`src/fnc_consts.vh`:
```
// constants shared by the flash command host: opcodes, command bytes, timing
`ifndef FNC_CONSTS_VH
`define FNC_CONSTS_VH

// host-side operation codes on i_op
`define FNC_OP_READ 4'h0
`define FNC_OP_RESET 4'h1
`define FNC_OP_IDENT 4'h2
`define FNC_OP_PROT 4'h3
`define FNC_OP_PROG 4'h4
`define FNC_OP_CHIP 4'h5
`define FNC_OP_SECT 4'h6
`define FNC_OP_SUSP 4'h7
`define FNC_OP_RESUME 4'h8
`define FNC_OP_QUERY 4'h9
`define FNC_OP_HWRST 4'ha

// command bytes written to the flash
`define FNC_CMD_UNLOCK1 8'haa
`define FNC_CMD_UNLOCK2 8'h55
`define FNC_CMD_IDENT 8'h90
`define FNC_CMD_PROG 8'ha0
`define FNC_CMD_ERASE_SETUP 8'h80
`define FNC_CMD_CHIP 8'h10
`define FNC_CMD_SECT 8'h30
`define FNC_CMD_SUSP 8'hb0
`define FNC_CMD_RESUME 8'h30
`define FNC_CMD_QUERY 8'h98
`define FNC_CMD_RESET 8'hf0

// unlock cycles accept any address; zero is used
`define FNC_UNLOCK_ADDR 21'h000000
// low address that reads the protect status of a sector
`define FNC_PROT_LOW 16'h0002
// field positions inside the address and status byte
`define FNC_SECT_HI 20
`define FNC_SECT_LO 16
`define FNC_TIMEOUT_BIT 5

// sequence step kinds
`define FNC_K_WR 2'h0
`define FNC_K_RD 2'h1
`define FNC_K_POLL 2'h2
`define FNC_K_END 2'h3

// timing in ns
`define FNC_CLK_NS 20
`define FNC_T_WP_NS 35
`define FNC_T_ACC_NS 70
`define FNC_T_REC_NS 20
`define FNC_T_RP_NS 500
`define FNC_T_RH_NS 50
// synchroniser latency on the data pins, in cycles
`define FNC_SYNC_CYC 2

`endif

```
`src/fnc_host.v`:
```
// host controller that drives a parallel nor flash through its pins
// Contract
// - reset byte exits identifier mode or timeout
// - identifier: three writes, then read low bits
// - program: three writes, then address and data
// - erases: five writes, then 10h or 30h
// - 98h enters query; reads until reset
// - write: chip and write enable low
`timescale 1ns/1ps
`include "fnc_consts.vh"
module fnc_host (
	input wire i_clk,
	input wire i_nrst,
	input wire i_req,
	input wire [3:0] i_op,
	input wire [20:0] i_addr,
	input wire [7:0] i_data,
	output reg o_busy,
	output reg o_done,
	output reg o_err,
	output reg [7:0] o_rdata,
	output reg o_erase_active,
	output reg o_erase_suspended,
	output wire [20:0] o_fl_addr,
	output wire [7:0] o_fl_dq_out,
	output wire o_fl_dq_oe_n,
	input wire [7:0] i_fl_dq,
	output wire o_fl_ce_n,
	output wire o_fl_oe_n,
	output wire o_fl_we_n,
	output reg o_fl_rst_n,
	input wire i_fl_ready_busy
);
	// reset pulse is a least time (round up), recovery likewise
	localparam [31:0] RP_W = (`FNC_T_RP_NS + `FNC_CLK_NS - 1) / `FNC_CLK_NS;
	localparam [31:0] RH_W = (`FNC_T_RH_NS + `FNC_CLK_NS - 1) / `FNC_CLK_NS;
	localparam [7:0] RP_CYC = RP_W[7:0];
	localparam [7:0] RH_CYC = RH_W[7:0];
	// one-hot states
	localparam [5:0] ST_IDLE = 6'h01;
	localparam [5:0] ST_ISSUE = 6'h02;
	localparam [5:0] ST_WAIT = 6'h04;
	localparam [5:0] ST_ABORT = 6'h08;
	localparam [5:0] ST_RSTLO = 6'h10;
	localparam [5:0] ST_RSTHI = 6'h20;

	reg rst_s1_q; // reset release synchroniser
	reg rst_s2_q; // reset used by the rest of the design
	reg rb_s1_q; // ready/busy first stage
	reg rb_s2_q; // synchronised ready/busy
	reg rb_prev_q; // previous ready/busy, for the rising edge
	reg [5:0] state_q; // sequencer state
	reg [3:0] op_q; // accepted operation
	reg [20:0] addr_q; // accepted address
	reg [7:0] data_q; // accepted data
	reg [2:0] step_q; // index into the command sequence
	reg [1:0] kind_q; // kind of the bus cycle in flight
	reg [7:0] cnt_q; // reset pulse timer
	reg start_q; // one-cycle start to the bus engine
	reg cwr_q; // bus cycle is a write
	reg [20:0] caddr_q; // bus cycle address
	reg [7:0] cdata_q; // bus cycle write data
	wire bus_done; // bus cycle finished
	wire [7:0] bus_rdata; // byte captured by the last read
	wire [30:0] entry; // {kind, address, data} of the current step
	wire refuse; // request that must not reach the flash

	// sequence table: one bus step per index, ending in an end marker
	function [30:0] seq_step;
		input [3:0] op;
		input [2:0] step;
		input [20:0] a;
		input [7:0] d;
		reg [20:0] sect; // sector base address
		begin
			sect = {a[`FNC_SECT_HI:`FNC_SECT_LO], 16'h0000};
			seq_step = {`FNC_K_END, 21'h000000, 8'h00};
			// two shared unlock steps for the identifier, protect, program and erase commands
			if (step == 3'h0 && op >= `FNC_OP_IDENT && op <= `FNC_OP_SECT)
				seq_step = {`FNC_K_WR, `FNC_UNLOCK_ADDR, `FNC_CMD_UNLOCK1};
			else if (step == 3'h1 && op >= `FNC_OP_IDENT && op <= `FNC_OP_SECT)
				seq_step = {`FNC_K_WR, `FNC_UNLOCK_ADDR, `FNC_CMD_UNLOCK2};
			else begin
				case (op)
					`FNC_OP_READ: begin
						if (step == 3'h0)
							seq_step = {`FNC_K_RD, a, 8'h00};
					end
					`FNC_OP_RESET: begin
						if (step == 3'h0)
							seq_step = {`FNC_K_WR, a, `FNC_CMD_RESET};
					end
					`FNC_OP_IDENT, `FNC_OP_PROT: begin
						// read one code, then leave identifier mode
						if (step == 3'h2)
							seq_step = {`FNC_K_WR, `FNC_UNLOCK_ADDR, `FNC_CMD_IDENT};
						else if (step == 3'h3 && op == `FNC_OP_IDENT)
							seq_step = {`FNC_K_RD, 19'h00000, a[1:0], 8'h00};
						else if (step == 3'h3)
							seq_step = {`FNC_K_RD, sect[20:16], `FNC_PROT_LOW, 8'h00};
						else if (step == 3'h4)
							seq_step = {`FNC_K_WR, `FNC_UNLOCK_ADDR, `FNC_CMD_RESET};
					end
					`FNC_OP_PROG: begin
						if (step == 3'h2)
							seq_step = {`FNC_K_WR, `FNC_UNLOCK_ADDR, `FNC_CMD_PROG};
						else if (step == 3'h3)
							seq_step = {`FNC_K_WR, a, d};
						else if (step == 3'h4)
							seq_step = {`FNC_K_POLL, a, 8'h00};
					end
					`FNC_OP_CHIP, `FNC_OP_SECT: begin
						if (step == 3'h2)
							seq_step = {`FNC_K_WR, `FNC_UNLOCK_ADDR, `FNC_CMD_ERASE_SETUP};
						else if (step == 3'h3)
							seq_step = {`FNC_K_WR, `FNC_UNLOCK_ADDR, `FNC_CMD_UNLOCK1};
						else if (step == 3'h4)
							seq_step = {`FNC_K_WR, `FNC_UNLOCK_ADDR, `FNC_CMD_UNLOCK2};
						else if (step == 3'h5 && op == `FNC_OP_CHIP)
							seq_step = {`FNC_K_WR, `FNC_UNLOCK_ADDR, `FNC_CMD_CHIP};
						else if (step == 3'h5)
							seq_step = {`FNC_K_WR, sect, `FNC_CMD_SECT};
						else if (step == 3'h6 && op == `FNC_OP_CHIP)
							seq_step = {`FNC_K_POLL, 21'h000000, 8'h00};
					end
					`FNC_OP_SUSP: begin
						if (step == 3'h0)
							seq_step = {`FNC_K_WR, `FNC_UNLOCK_ADDR, `FNC_CMD_SUSP};
					end
					`FNC_OP_RESUME: begin
						if (step == 3'h0)
							seq_step = {`FNC_K_WR, `FNC_UNLOCK_ADDR, `FNC_CMD_RESUME};
					end
					`FNC_OP_QUERY: begin
						// the table is read at the caller's address, 40h-4Ch and up
						if (step == 3'h0)
							seq_step = {`FNC_K_WR, `FNC_UNLOCK_ADDR, `FNC_CMD_QUERY};
						else if (step == 3'h1)
							seq_step = {`FNC_K_RD, a, 8'h00};
						else if (step == 3'h2)
							seq_step = {`FNC_K_WR, `FNC_UNLOCK_ADDR, `FNC_CMD_RESET};
					end
					default: begin
						seq_step = {`FNC_K_END, 21'h000000, 8'h00};
					end
				endcase
			end
		end
	endfunction

	assign entry = seq_step(op_q, step_q, addr_q, data_q);

	// suspend/resume only against a running or suspended sector erase;
	// nothing but reads, suspend and hardware reset may cut into a running erase
	assign refuse = (i_op > `FNC_OP_HWRST) ||
		(i_op == `FNC_OP_SUSP && !(o_erase_active && !o_erase_suspended)) ||
		(i_op == `FNC_OP_RESUME && !o_erase_suspended) ||
		(o_erase_active && !o_erase_suspended && i_op != `FNC_OP_READ &&
		i_op != `FNC_OP_SUSP && i_op != `FNC_OP_HWRST) ||
		(o_erase_suspended && (i_op == `FNC_OP_CHIP ||
		i_op == `FNC_OP_SECT));

	// reset release through two flip-flops
	always @(posedge i_clk or negedge i_nrst) begin
		if (!i_nrst) begin
			rst_s1_q <= 1'b0;
			rst_s2_q <= 1'b0;
		end else begin
			rst_s1_q <= 1'b1;
			rst_s2_q <= rst_s1_q;
		end
	end

	// bus cycle engine owns the address, data and strobe pins
	fnc_bus_cycle u_cyc (
		.i_clk(i_clk),
		.i_nrst(rst_s2_q),
		.i_start(start_q),
		.i_wr(cwr_q),
		.i_addr(caddr_q),
		.i_wdata(cdata_q),
		.i_fl_dq(i_fl_dq),
		.o_done(bus_done),
		.o_rdata(bus_rdata),
		.o_fl_addr(o_fl_addr),
		.o_fl_dq_out(o_fl_dq_out),
		.o_fl_dq_oe_n(o_fl_dq_oe_n),
		.o_fl_ce_n(o_fl_ce_n),
		.o_fl_oe_n(o_fl_oe_n),
		.o_fl_we_n(o_fl_we_n)
	);

	// request sequencer
	always @(posedge i_clk or negedge rst_s2_q) begin
		if (!rst_s2_q) begin
			// pin idles at ready, so a low reset value would fake a rise
			rb_s1_q <= 1'b1;
			rb_s2_q <= 1'b1;
			rb_prev_q <= 1'b1;
			state_q <= ST_IDLE;
			op_q <= `FNC_OP_READ;
			addr_q <= 21'h000000;
			data_q <= 8'h00;
			step_q <= 3'h0;
			kind_q <= `FNC_K_END;
			cnt_q <= 8'h00;
			start_q <= 1'b0;
			cwr_q <= 1'b0;
			caddr_q <= 21'h000000;
			cdata_q <= 8'h00;
			o_busy <= 1'b0;
			o_done <= 1'b0;
			o_err <= 1'b0;
			o_rdata <= 8'h00;
			o_erase_active <= 1'b0;
			o_erase_suspended <= 1'b0;
			o_fl_rst_n <= 1'b1;
		end else begin
			rb_s1_q <= i_fl_ready_busy;
			rb_s2_q <= rb_s1_q;
			rb_prev_q <= rb_s2_q;
			start_q <= 1'b0;
			o_done <= 1'b0;
			// a running erase ends on ready rising; a later set below wins
			if (o_erase_active && !o_erase_suspended && rb_s2_q && !rb_prev_q)
				o_erase_active <= 1'b0;
			case (state_q)
				ST_IDLE: begin
					// requests are taken only here; busy hides the rest
					if (i_req) begin
						op_q <= i_op;
						addr_q <= i_addr;
						data_q <= i_data;
						step_q <= 3'h0;
						o_err <= 1'b0;
						if (refuse) begin
							o_done <= 1'b1;
							o_err <= 1'b1;
						end else if (i_op == `FNC_OP_HWRST) begin
							o_fl_rst_n <= 1'b0;
							cnt_q <= RP_CYC;
							o_busy <= 1'b1;
							state_q <= ST_RSTLO;
						end else begin
							o_busy <= 1'b1;
							state_q <= ST_ISSUE;
						end
					end
				end
				ST_ISSUE: begin
					// every step is emitted in table order, so no stray
					// write can knock the flash back to read mode
					if (entry[30:29] == `FNC_K_END) begin
						o_done <= 1'b1;
						o_busy <= 1'b0;
						if (op_q == `FNC_OP_SECT)
							o_erase_active <= 1'b1;
						if (op_q == `FNC_OP_SUSP)
							o_erase_suspended <= 1'b1;
						if (op_q == `FNC_OP_RESUME)
							o_erase_suspended <= 1'b0;
						state_q <= ST_IDLE;
					end else begin
						start_q <= 1'b1;
						cwr_q <= (entry[30:29] == `FNC_K_WR);
						caddr_q <= entry[28:8];
						cdata_q <= entry[7:0];
						kind_q <= entry[30:29];
						state_q <= ST_WAIT;
					end
				end
				ST_WAIT: begin
					if (bus_done) begin
						if (kind_q != `FNC_K_WR)
							o_rdata <= bus_rdata;
						if (kind_q != `FNC_K_POLL) begin
							step_q <= step_q + 3'h1;
							state_q <= ST_ISSUE;
						end else if (rb_s2_q) begin
							step_q <= step_q + 3'h1;
							state_q <= ST_ISSUE;
						end else if (bus_rdata[`FNC_TIMEOUT_BIT]) begin
							// timeout: only the reset byte brings it back
							o_err <= 1'b1;
							start_q <= 1'b1;
							cwr_q <= 1'b1;
							caddr_q <= `FNC_UNLOCK_ADDR;
							cdata_q <= `FNC_CMD_RESET;
							state_q <= ST_ABORT;
						end else begin
							state_q <= ST_ISSUE; // poll again
						end
					end
				end
				ST_ABORT: begin
					if (bus_done) begin
						o_done <= 1'b1;
						o_busy <= 1'b0;
						state_q <= ST_IDLE;
					end
				end
				ST_RSTLO: begin
					// hold the flash reset pin low for the full pulse
					if (cnt_q == 8'h01) begin
						o_fl_rst_n <= 1'b1;
						cnt_q <= RH_CYC;
						state_q <= ST_RSTHI;
					end else begin
						cnt_q <= cnt_q - 8'h01;
					end
				end
				ST_RSTHI: begin
					// flash is back in array read; erase state is gone
					if (cnt_q == 8'h01) begin
						o_erase_active <= 1'b0;
						o_erase_suspended <= 1'b0;
						o_done <= 1'b1;
						o_busy <= 1'b0;
						state_q <= ST_IDLE;
					end else begin
						cnt_q <= cnt_q - 8'h01;
					end
				end
				default: begin
					state_q <= ST_IDLE;
				end
			endcase
		end
	end
endmodule // fnc_host

```
`src/fnc_bus_cycle.v`:
```
// one asynchronous flash bus cycle (write or read) with pin timing
`timescale 1ns/1ps
`include "fnc_consts.vh"
module fnc_bus_cycle (
	input wire i_clk,
	input wire i_nrst,
	input wire i_start,
	input wire i_wr,
	input wire [20:0] i_addr,
	input wire [7:0] i_wdata,
	input wire [7:0] i_fl_dq,
	output reg o_done,
	output reg [7:0] o_rdata,
	output reg [20:0] o_fl_addr,
	output reg [7:0] o_fl_dq_out,
	output reg o_fl_dq_oe_n,
	output reg o_fl_ce_n,
	output reg o_fl_oe_n,
	output reg o_fl_we_n
);
	// least times round up to whole cycles
	localparam [31:0] WP_W = (`FNC_T_WP_NS + `FNC_CLK_NS - 1) / `FNC_CLK_NS;
	localparam [31:0] ACC_W = (`FNC_T_ACC_NS + `FNC_CLK_NS - 1) / `FNC_CLK_NS
		+ `FNC_SYNC_CYC;
	localparam [31:0] REC_W = (`FNC_T_REC_NS + `FNC_CLK_NS - 1) / `FNC_CLK_NS;
	localparam [3:0] WP_CYC = WP_W[3:0];
	localparam [3:0] ACC_CYC = ACC_W[3:0];
	localparam [3:0] REC_CYC = REC_W[3:0];
	// one-hot states
	localparam [3:0] ST_IDLE = 4'h1;
	localparam [3:0] ST_SET = 4'h2;
	localparam [3:0] ST_STB = 4'h4;
	localparam [3:0] ST_REC = 4'h8;

	reg [3:0] state_q; // cycle phase
	reg [3:0] cnt_q; // phase length counter
	reg wr_q; // current cycle is a write
	reg [7:0] dq_s1_q; // first sync stage, read only by the second
	reg [7:0] dq_s2_q; // synchronised data pins

	// cycle sequencer: setup, strobe, recovery
	always @(posedge i_clk or negedge i_nrst) begin
		if (!i_nrst) begin
			state_q <= ST_IDLE;
			cnt_q <= 4'h0;
			wr_q <= 1'b0;
			dq_s1_q <= 8'h00;
			dq_s2_q <= 8'h00;
			o_done <= 1'b0;
			o_rdata <= 8'h00;
			o_fl_addr <= 21'h000000;
			o_fl_dq_out <= 8'h00;
			o_fl_dq_oe_n <= 1'b1;
			o_fl_ce_n <= 1'b1;
			o_fl_oe_n <= 1'b1;
			o_fl_we_n <= 1'b1;
		end else begin
			dq_s1_q <= i_fl_dq;
			dq_s2_q <= dq_s1_q;
			o_done <= 1'b0;
			case (state_q)
				ST_IDLE: begin
					// address, data and chip select settle before the strobe
					if (i_start) begin
						wr_q <= i_wr;
						o_fl_addr <= i_addr;
						o_fl_dq_out <= i_wdata;
						o_fl_dq_oe_n <= ~i_wr;
						o_fl_ce_n <= 1'b0;
						o_fl_oe_n <= 1'b1;
						state_q <= ST_SET;
					end
				end
				ST_SET: begin
					// a write keeps output enable high and pulses write enable
					if (wr_q) begin
						o_fl_we_n <= 1'b0;
						cnt_q <= WP_CYC;
					end else begin
						o_fl_oe_n <= 1'b0;
						cnt_q <= ACC_CYC;
					end
					state_q <= ST_STB;
				end
				ST_STB: begin
					if (cnt_q == 4'h1) begin
						// data is still driven on the rising write edge
						o_fl_we_n <= 1'b1;
						o_fl_oe_n <= 1'b1;
						if (!wr_q)
							o_rdata <= dq_s2_q;
						cnt_q <= REC_CYC;
						state_q <= ST_REC;
					end else begin
						cnt_q <= cnt_q - 4'h1;
					end
				end
				ST_REC: begin
					// hold and recovery, then release the bus
					if (cnt_q == 4'h1) begin
						o_fl_ce_n <= 1'b1;
						o_fl_dq_oe_n <= 1'b1;
						o_done <= 1'b1;
						state_q <= ST_IDLE;
					end else begin
						cnt_q <= cnt_q - 4'h1;
					end
				end
				default: begin
					state_q <= ST_IDLE;
				end
			endcase
		end
	end
endmodule // fnc_bus_cycle

```
`config.mk`:
```
export PLATFORM = sky130hd
export DESIGN_NAME = fnc_host
export DESIGN_NICKNAME = d
export VERILOG_FILES = /design/src/fnc_host.v /design/src/fnc_bus_cycle.v
export VERILOG_INCLUDE_DIRS = /design/src
export SDC_FILE = /design/constraint.sdc
export NUM_CORES = 1
export LEC_CHECK = 0
export ABC_CLOCK_PERIOD_IN_PS = 5250
export CAP_MARGIN = 20
export CORE_MARGIN = 2
export CORE_UTILIZATION = 30
export DETAILED_ROUTE_END_ITERATION = 6
export DONT_BUFFER_PORTS = 1
export GPL_TIMING_DRIVEN = 0
export HOLD_SLACK_MARGIN = 0.08
export PLACE_DENSITY = 0.48
export SETUP_SLACK_MARGIN = 0.15
export SYNTH_ARGS = -nofsm -noshare
export SYNTH_HDL_FRONTEND = slang
export SYNTH_SLANG_ARGS = --single-unit
```
`constraint.sdc`:
```
create_clock -name i_clk -period 5.25 [get_ports i_clk]
set_clock_uncertainty 0.05 [all_clocks]
set_input_delay 1.05 -clock i_clk [delete_from_list [all_inputs] [get_ports i_clk]]
set_output_delay 1.05 -clock i_clk [all_outputs]
set_load 0.01 [all_outputs]
```
## Yosys cells after proc, flatten, opt, wreduce, memory -nomap -nowiden

Cells that the tools add are included.

| storage, ports and cells | value |
|---|---|
| RAM bits | 0 |
| memory bits (read-only) | 0 |
| logic and storage cells | 279 |
| latch bits | 0 |
| output and inout bits | 47 |
| register bits | 169 |
| memories | 0 |

| cells by class | value |
|---|---|
| multiplexer cells | 118 |
| reductions and logical operators | 59 |
| bitwise logic cells | 3 |
| order comparisons | 3 |
| shift-type cells | 0 |
| $mul | 0 |
| div/mod/pow operators | 0 |
| $add $sub $neg | 3 |
| eq/ne operators | 57 |

Operator list:

| cell | number |
|---|---|
| 2-to-1 mux 31 bit | 20 |
| case mux 31 bit (8 select lines) | 1 |
| 2-to-1 mux 21 bit | 5 |
| 2-to-1 mux 8 bit | 10 |
| 2-to-1 mux 30 bit | 2 |
| case mux 21 bit (2 select lines) | 1 |
| 2-to-1 mux 1 bit | 40 |
| 2-to-1 mux 6 bit | 6 |
| case mux 6 bit (6 select lines) | 1 |
| == test 4 x 3 -> 1 bit, second input constant | 8 |
| 2-to-1 mux 4 bit | 8 |
| != test 2 bit, second input constant | 14 |
| case mux 8 bit (3 select lines) | 1 |
| AND reduction 6 bit | 4 |
| == test 4 bit, second input constant | 5 |
| 2-to-1 mux 3 bit | 6 |
| case mux 1 bit (2 select lines) | 9 |
| logical AND 1 bit | 16 |
| case mux 4 bit (4 select lines) | 1 |
| case mux 8 bit (2 select lines) | 1 |
| AND reduction 3 bit | 5 |
| nonzero test 2 bit | 7 |
| == test 4 x 1 -> 1 bit, second input constant | 3 |
| == test 4 x 2 -> 1 bit, second input constant | 3 |
| 38 further kinds | 66 |

## Depth between registers and ports, before layout

| logic depth | value |
|---|---|
| word-level depth | 14 |
| depth in mapped cells | 10 |
| gate-level depth less buffers | 8 |

## Modules after synthesis

A second synthesis with hierarchy kept.

| unflattened totals | value |
|---|---|
| cells, all modules | 700 |
| area, all modules | 8016.4 um^2 |

Modules (own cells, without submodules):

| module | times used | cells an instance | area an instance (um^2) |
|---|---|---|---|
| fnc_host | 1 | 520 | 5411.4 |
| fnc_bus_cycle | 1 | 180 | 2605.0 |

## Least setup slack after synthesis

No wires, ideal clock.

| timing path | value |
|---|---|
| kind | register to register |
| start point | reg step_q[2] |
| end point | reg caddr_q[11] |
| data required time | 5.072 ns |
| clock period less this slack | 2.452 ns |
| buffers on the path | 3 |
| arrival time | 2.274 ns |
| slack | 2.798 ns |
| setup time | 0.128 ns |
| stages on the path, launching flop included | 11 |
| cells stage by stage | dfrtp_1 buf_2 inv_1 ha_1 clkbuf_1 and3b_1 o311ai_0 nand4_1 clkbuf_1 nand4_1 o21ai_0 |

| between the ends | value |
|---|---|
| longest elaborated chain between the ends | 14 |
| elaborated cells on any way between the ends | 42 |
| those cells by class | 8 x eq/ne; 25 x mux; 9 x reduce/logical |

RTL lines:

| item | RTL line | text |
|---|---|---|
| start, declared | fnc_host.v:56 | `reg [2:0] step_q;` |
| start signal, assigned | fnc_host.v:277 | `step_q <= step_q + 3'h1;` |
| start signal, assigned | fnc_host.v:280 | `step_q <= step_q + 3'h1;` |
| == test 3 bit | fnc_host.v:123 | `` else if (step == 3'h6 && op == `FNC_OP_CHIP) `` |
| logical AND 1 bit (no source line) | - |  |
| 2-to-1 mux 30 bit | fnc_host.v:123 |  |
| 2-to-1 mux 31 bit | fnc_host.v:121 | `else if (step == 3'h5)` |
| 2-to-1 mux 31 bit | fnc_host.v:119 | `` else if (step == 3'h5 && op == `FNC_OP_CHIP) `` |
| 2-to-1 mux 31 bit | fnc_host.v:117 | `else if (step == 3'h4)` |
| 2-to-1 mux 31 bit | fnc_host.v:115 | `else if (step == 3'h3)` |
| 2-to-1 mux 31 bit | fnc_host.v:113 | `if (step == 3'h2)` |
| case mux 31 bit (8 select lines) | fnc_host.v:84 | `case (op)` |
| 2-to-1 mux 31 bit | fnc_host.v:81 | `` else if (step == 3'h1 && op >= `FNC_OP_IDENT && op <= `FNC_OP_SECT) `` |
| 2-to-1 mux 31 bit * | fnc_host.v:79 | `` if (step == 3'h0 && op >= `FNC_OP_IDENT && op <= `FNC_OP_SECT) `` |
| == test 2 bit (no source line) | - |  |
| != test 2 bit (no source line) | - |  |
| AND reduction 6 bit (no source line) | - |  |
| end signal, assigned | fnc_host.v:266 | `caddr_q <= entry[28:8];` |
| end signal, assigned | fnc_host.v:287 | `` caddr_q <= `FNC_UNLOCK_ADDR; `` |
| end, declared | fnc_host.v:61 | `reg [20:0] caddr_q;` |

Mark *: on every way between the ends. The rest lies on a longest branch, timed or not. The select of a mux whose other input is x is not followed.
A chain may end at the register's enable or synchronous reset.

## Final worst setup path

| timing path | value |
|---|---|
| start point | reg step_q[2] |
| end point | reg caddr_q[17] |

Same word-level chain as after synthesis.

==> run summary <==
The number of global-route vias before repair is 5416. Walking the worst path, the cells encountered are buf_2, inv_1, ha_1, clkbuf_1, and3b_1, o311ai_0, nand4_1, clkbuf_1, nand4_1, o21ai_2. The maximum achievable frequency is 296 MHz.

For this design the ratio of total power to cell area is 509 nW/um^2. The relative slew slack came out at 43.3%. The x dimension of the die is 167 um. Final hold analysis gives a worst-case slack of 0.259 ns.

The post-synthesis net count is 767. The maximum number of buffers from clock root to sink is 2. The number of cells on the worst reg-to-reg path is 10. The run finished with clean final reports. The routability congestion estimate came out at 0.900.

The class of the worst hold path is in -> async. The period utilization is 64.5%. The initial antenna violation count is 3.

The total global routing overflow came out at 0. The count of final hold-check violations is 0. The wire length per cell after detailed routing is 18.4 um. The core area came out at 26000 um^2.

The number of resized instances in the post-cts repair step came out at 0. The later-pin clock latency in the skew report came out at 0.43 ns. Entering global routing, the biggest net connects 66 pins. The netlist area before placement is 7940 um^2. The routed design could run at a clock period as short as 3.38 ns.

The tree is rooted in a sky130_fd_sc_hd__clkbuf_16. The buffers plus inverters on the worst setup path is 4. The biggest area contributor in the post-synthesis netlist is sky130_fd_sc_hd__dfrtp_1.

The wire length of the first global-routing pass came out at 32200 um. The internal reg-to-reg setup slack is 1.87 ns. The share of the core filled with cells in the final layout came out at 34.6%. The worst register-to-register path ends at caddr_q[17]. After synthesis, the largest family of logic cells by area is simple AND/OR/NAND/NOR gates. The clock tree from TritonCTS is yes. In this run the worst path has a maximum fanout of 10.

The synthesis-to-finish area growth came out at 13.3%. The y dimension of the die is 167 um. The number of iterations in the first detailed-routing pass is 6. The post-CTS clock slew at the launch and capture registers of the worst setup and hold paths is 0.07 ns.

The fraction of synthesis flops using an asynchronous set or reset pin came out at 100%. The worst register-to-register path begins at step_q[2]. The adder and majority gate portion of the synthesized area came out at 1.42%. The count of buffers added by post-CTS timing repair for setup came out at 0. The category of cells accounting for the largest share of critical-path delay is simple AND/OR/NAND/NOR gates. The critical path class is reg -> reg. The post-synthesis cell type count came out at 77. The post-detailed-route count of antenna-violating nets is 0. At the worst endpoint, the required time is 5.51 ns.

The top cell type by area accounts for 49.5% of the synthesized area. The number of DRC markers in iteration 0 came out at 394. The effective utilization at floorplan is 30.5%. The floorplan has 59 rows. The smallest setup slack after layout came out at 1.87 ns.

Setup repair after global routing left no endpoint under its margin. The synthesized netlist devotes 0.773% of its cell area to XOR and XNOR gates. The most instantiated flip-flop cell in the synthesis netlist is sky130_fd_sc_hd__dfrtp_1. The synthesized design contains 169 register bits. The sequential element share of the synthesized area is 53.5%. The count of non-filler cells in the finished layout is 1085. The synthesized netlist devotes 12.7% of its cell area to compound gates.

After detailed routing, the number of vias per cell comes to 5.11. The via count is 5546. The maximum VDD drop came out at 0.190 mV. The warning count from the yosys run is 0. The fraction of final layout cells sized beyond drive strength 1 is 23.6%. The placed instance count came out at 1050. Synthesis produced 713 cells.

The delay of the slowest cell on the worst path is 0.58 ns. The mean post-synth cell area is 11.1 um^2. After synthesis, the cell types taking the most area are sky130_fd_sc_hd__dfrtp_1 50%, sky130_fd_sc_hd__mux2_2 11%, sky130_fd_sc_hd__dfstp_2 4.0%. Setup violations remaining at the end of the flow were counted as 0. The critical path arrival came out at 3.65 ns. In this run, synthesis inferred 0 flip-flops with an integrated enable. The standby leakage power is 3.85 nW.

STA classifies the critical path startpoint as a register. The overall die area came out at 27800 um^2. CTS saw 169 sinks.

The number of levels the H-tree was split into came out at 4. The boundary pin count came out at 92. The number of I/O port buffers came out at 0. The count of maximum capacitance violations is 0. The residual DRC count is 0. The final-report max-slew violation count was 0. The measured slew at the worst slew-check pin is 0.839 ns. The overall track demand over capacity in global routing is 14.8%.

Of the post-synthesis cell area, the part taken by muxes is 11.8%. The worst setup path is captured at a register. The number of nets in the final layout is 788.

The pre-CTS setup slack came out at 1.87 ns. Counting the buffers created by CTS gives 17. The detailed placer's ending HPWL came out at 14400 um. The setup TNS is 0 ns.

The hold buffer count at CTS is 0. The final wirelength is 20000 um. Of the total synthesized cell area, the portion taken by AND, OR, NAND and NOR gates is 15.7%. Among all stages on the critical path, the largest delay is contributed by sky130_fd_sc_hd__o311ai_0.
report_power, final:
group          internal [W]  total, W  switching (W)  leakage [nW]
combinational      0.000584   0.00141       0.000829          1.43
sequential          0.00166   0.00194       0.000279          2.15
clock              0.000664   0.00122       0.000560         0.271
worst max-delay path by stage:
stage / startpoint / endpoint / slack [ns] / cells past startpoint
floorplan: rst_s2_q / addr_q[0] / 0.16 / 0
global placement: rst_s2_q / op_q[3] / -2.08 / 0
detailed placement: step_q[2] / caddr_q[11] / 1.87 / 10
CTS: step_q[2] / caddr_q[17] / 1.86 / 10
global route: step_q[2] / caddr_q[3] / 1.53 / 10
finish: step_q[2] / caddr_q[17] / 1.87 / 10
Yosys cell counts (9+ instances only):
cell / number
sky130_fd_sc_hd__nor3_1: 18
sky130_fd_sc_hd__nor2b_1: 11
sky130_fd_sc_hd__inv_1: 20
sky130_fd_sc_hd__a21oi_1: 27
sky130_fd_sc_hd__nand2_1: 62
sky130_fd_sc_hd__nand3_1: 18
sky130_fd_sc_hd__o21ai_0: 35
sky130_fd_sc_hd__dfstp_2: 12
sky130_fd_sc_hd__nor2_1: 41
sky130_fd_sc_hd__buf_2: 12
sky130_fd_sc_hd__ha_1: 9
sky130_fd_sc_hd__clkbuf_1: 24
sky130_fd_sc_hd__o21ai_2: 18
sky130_fd_sc_hd__dfrtp_1: 157
sky130_fd_sc_hd__nand4_1: 25
sky130_fd_sc_hd__nand2b_1: 10
sky130_fd_sc_hd__mux2_2: 79
state kept, by name (all words and copies together) (netlist names), 2 cells and up:
register / flops
u_cyc.dq_s1_q: 8
kind_q: 2
state_q: 6
o_rdata: 8
u_cyc.cnt_q: 4
u_cyc.state_q: 4
u_cyc.o_rdata: 8
caddr_q: 21
u_cyc.dq_s2_q: 8
addr_q: 21
cnt_q: 8
op_q: 4
cdata_q: 8
u_cyc.o_fl_addr: 21
step_q: 3
data_q: 8
u_cyc.o_fl_dq_out: 8
metrics by stage:
stage	cell area, um^2	power, W
after floorplan	7940	0.00297
after global placement	8350	0.00338
after detailed placement	8410	0.00338
after CTS	8980	0.00464
after global routing	8980	0.00489
final	8990	0.00458
logic make-up (layout without fill, tap and decap cells):
| group | after synthesis | in the layout |
|---|---|---|
| compound gates | 145 | 145 |
| fa+ha+maj | 9 | 9 |
| xor+xnor | 7 | 7 |
| mux | 84 | 84 |
| other cells | 1 | 4 |
| flops | 169 | 169 |
| buf+inv | 66 | 100 |
| simple gates | 232 | 232 |
routing by layer:
layer	up-vias	track usage, %	part of all wire [%]
li1	2658	-	-
met1	2725	20.1	47
met5	-	0	0.12
met4	4	4.12	1.4
met2	133	23.0	46
met3	26	4.44	5.8
worst register-to-register path: cells and delay by family (launching register included):
family,cells,cell delay (ns)
AND/OR/NAND/NOR,3,0.94
AO/OA/AOI/OAI,2,0.64
flip-flops,1,0.47
buffers and inverters,4,0.93
adder cells (fa/ha/maj),1,0.24
placed cells by master (no fill, tap or decap), drive strengths merged, types with 12 or more instances in the layout:
master	instances
nand2	63
inv	25
dfrtp	157
nor3	19
a21oi	27
dfstp	12
nor2	42
clkbuf	43
mux2	79
buf	23
nand3	18
o21ai	54
nand4	25
final cells by class:
type                            instances  area [um^2]
Antenna cell                            3         7.51
Buffer                                 46          245
Clock buffer                           18          429
Clock inverter                         14          138
Fill cell                            2634        17000
Inverter                               20         75.1
Multi-Input combinational cell        478         3370
Sequential cell                       169         4250
Tap cell                              335          419
Timing Repair Buffer                    2         55.1
Note: power is estimated with default switching activity, not from simulation.
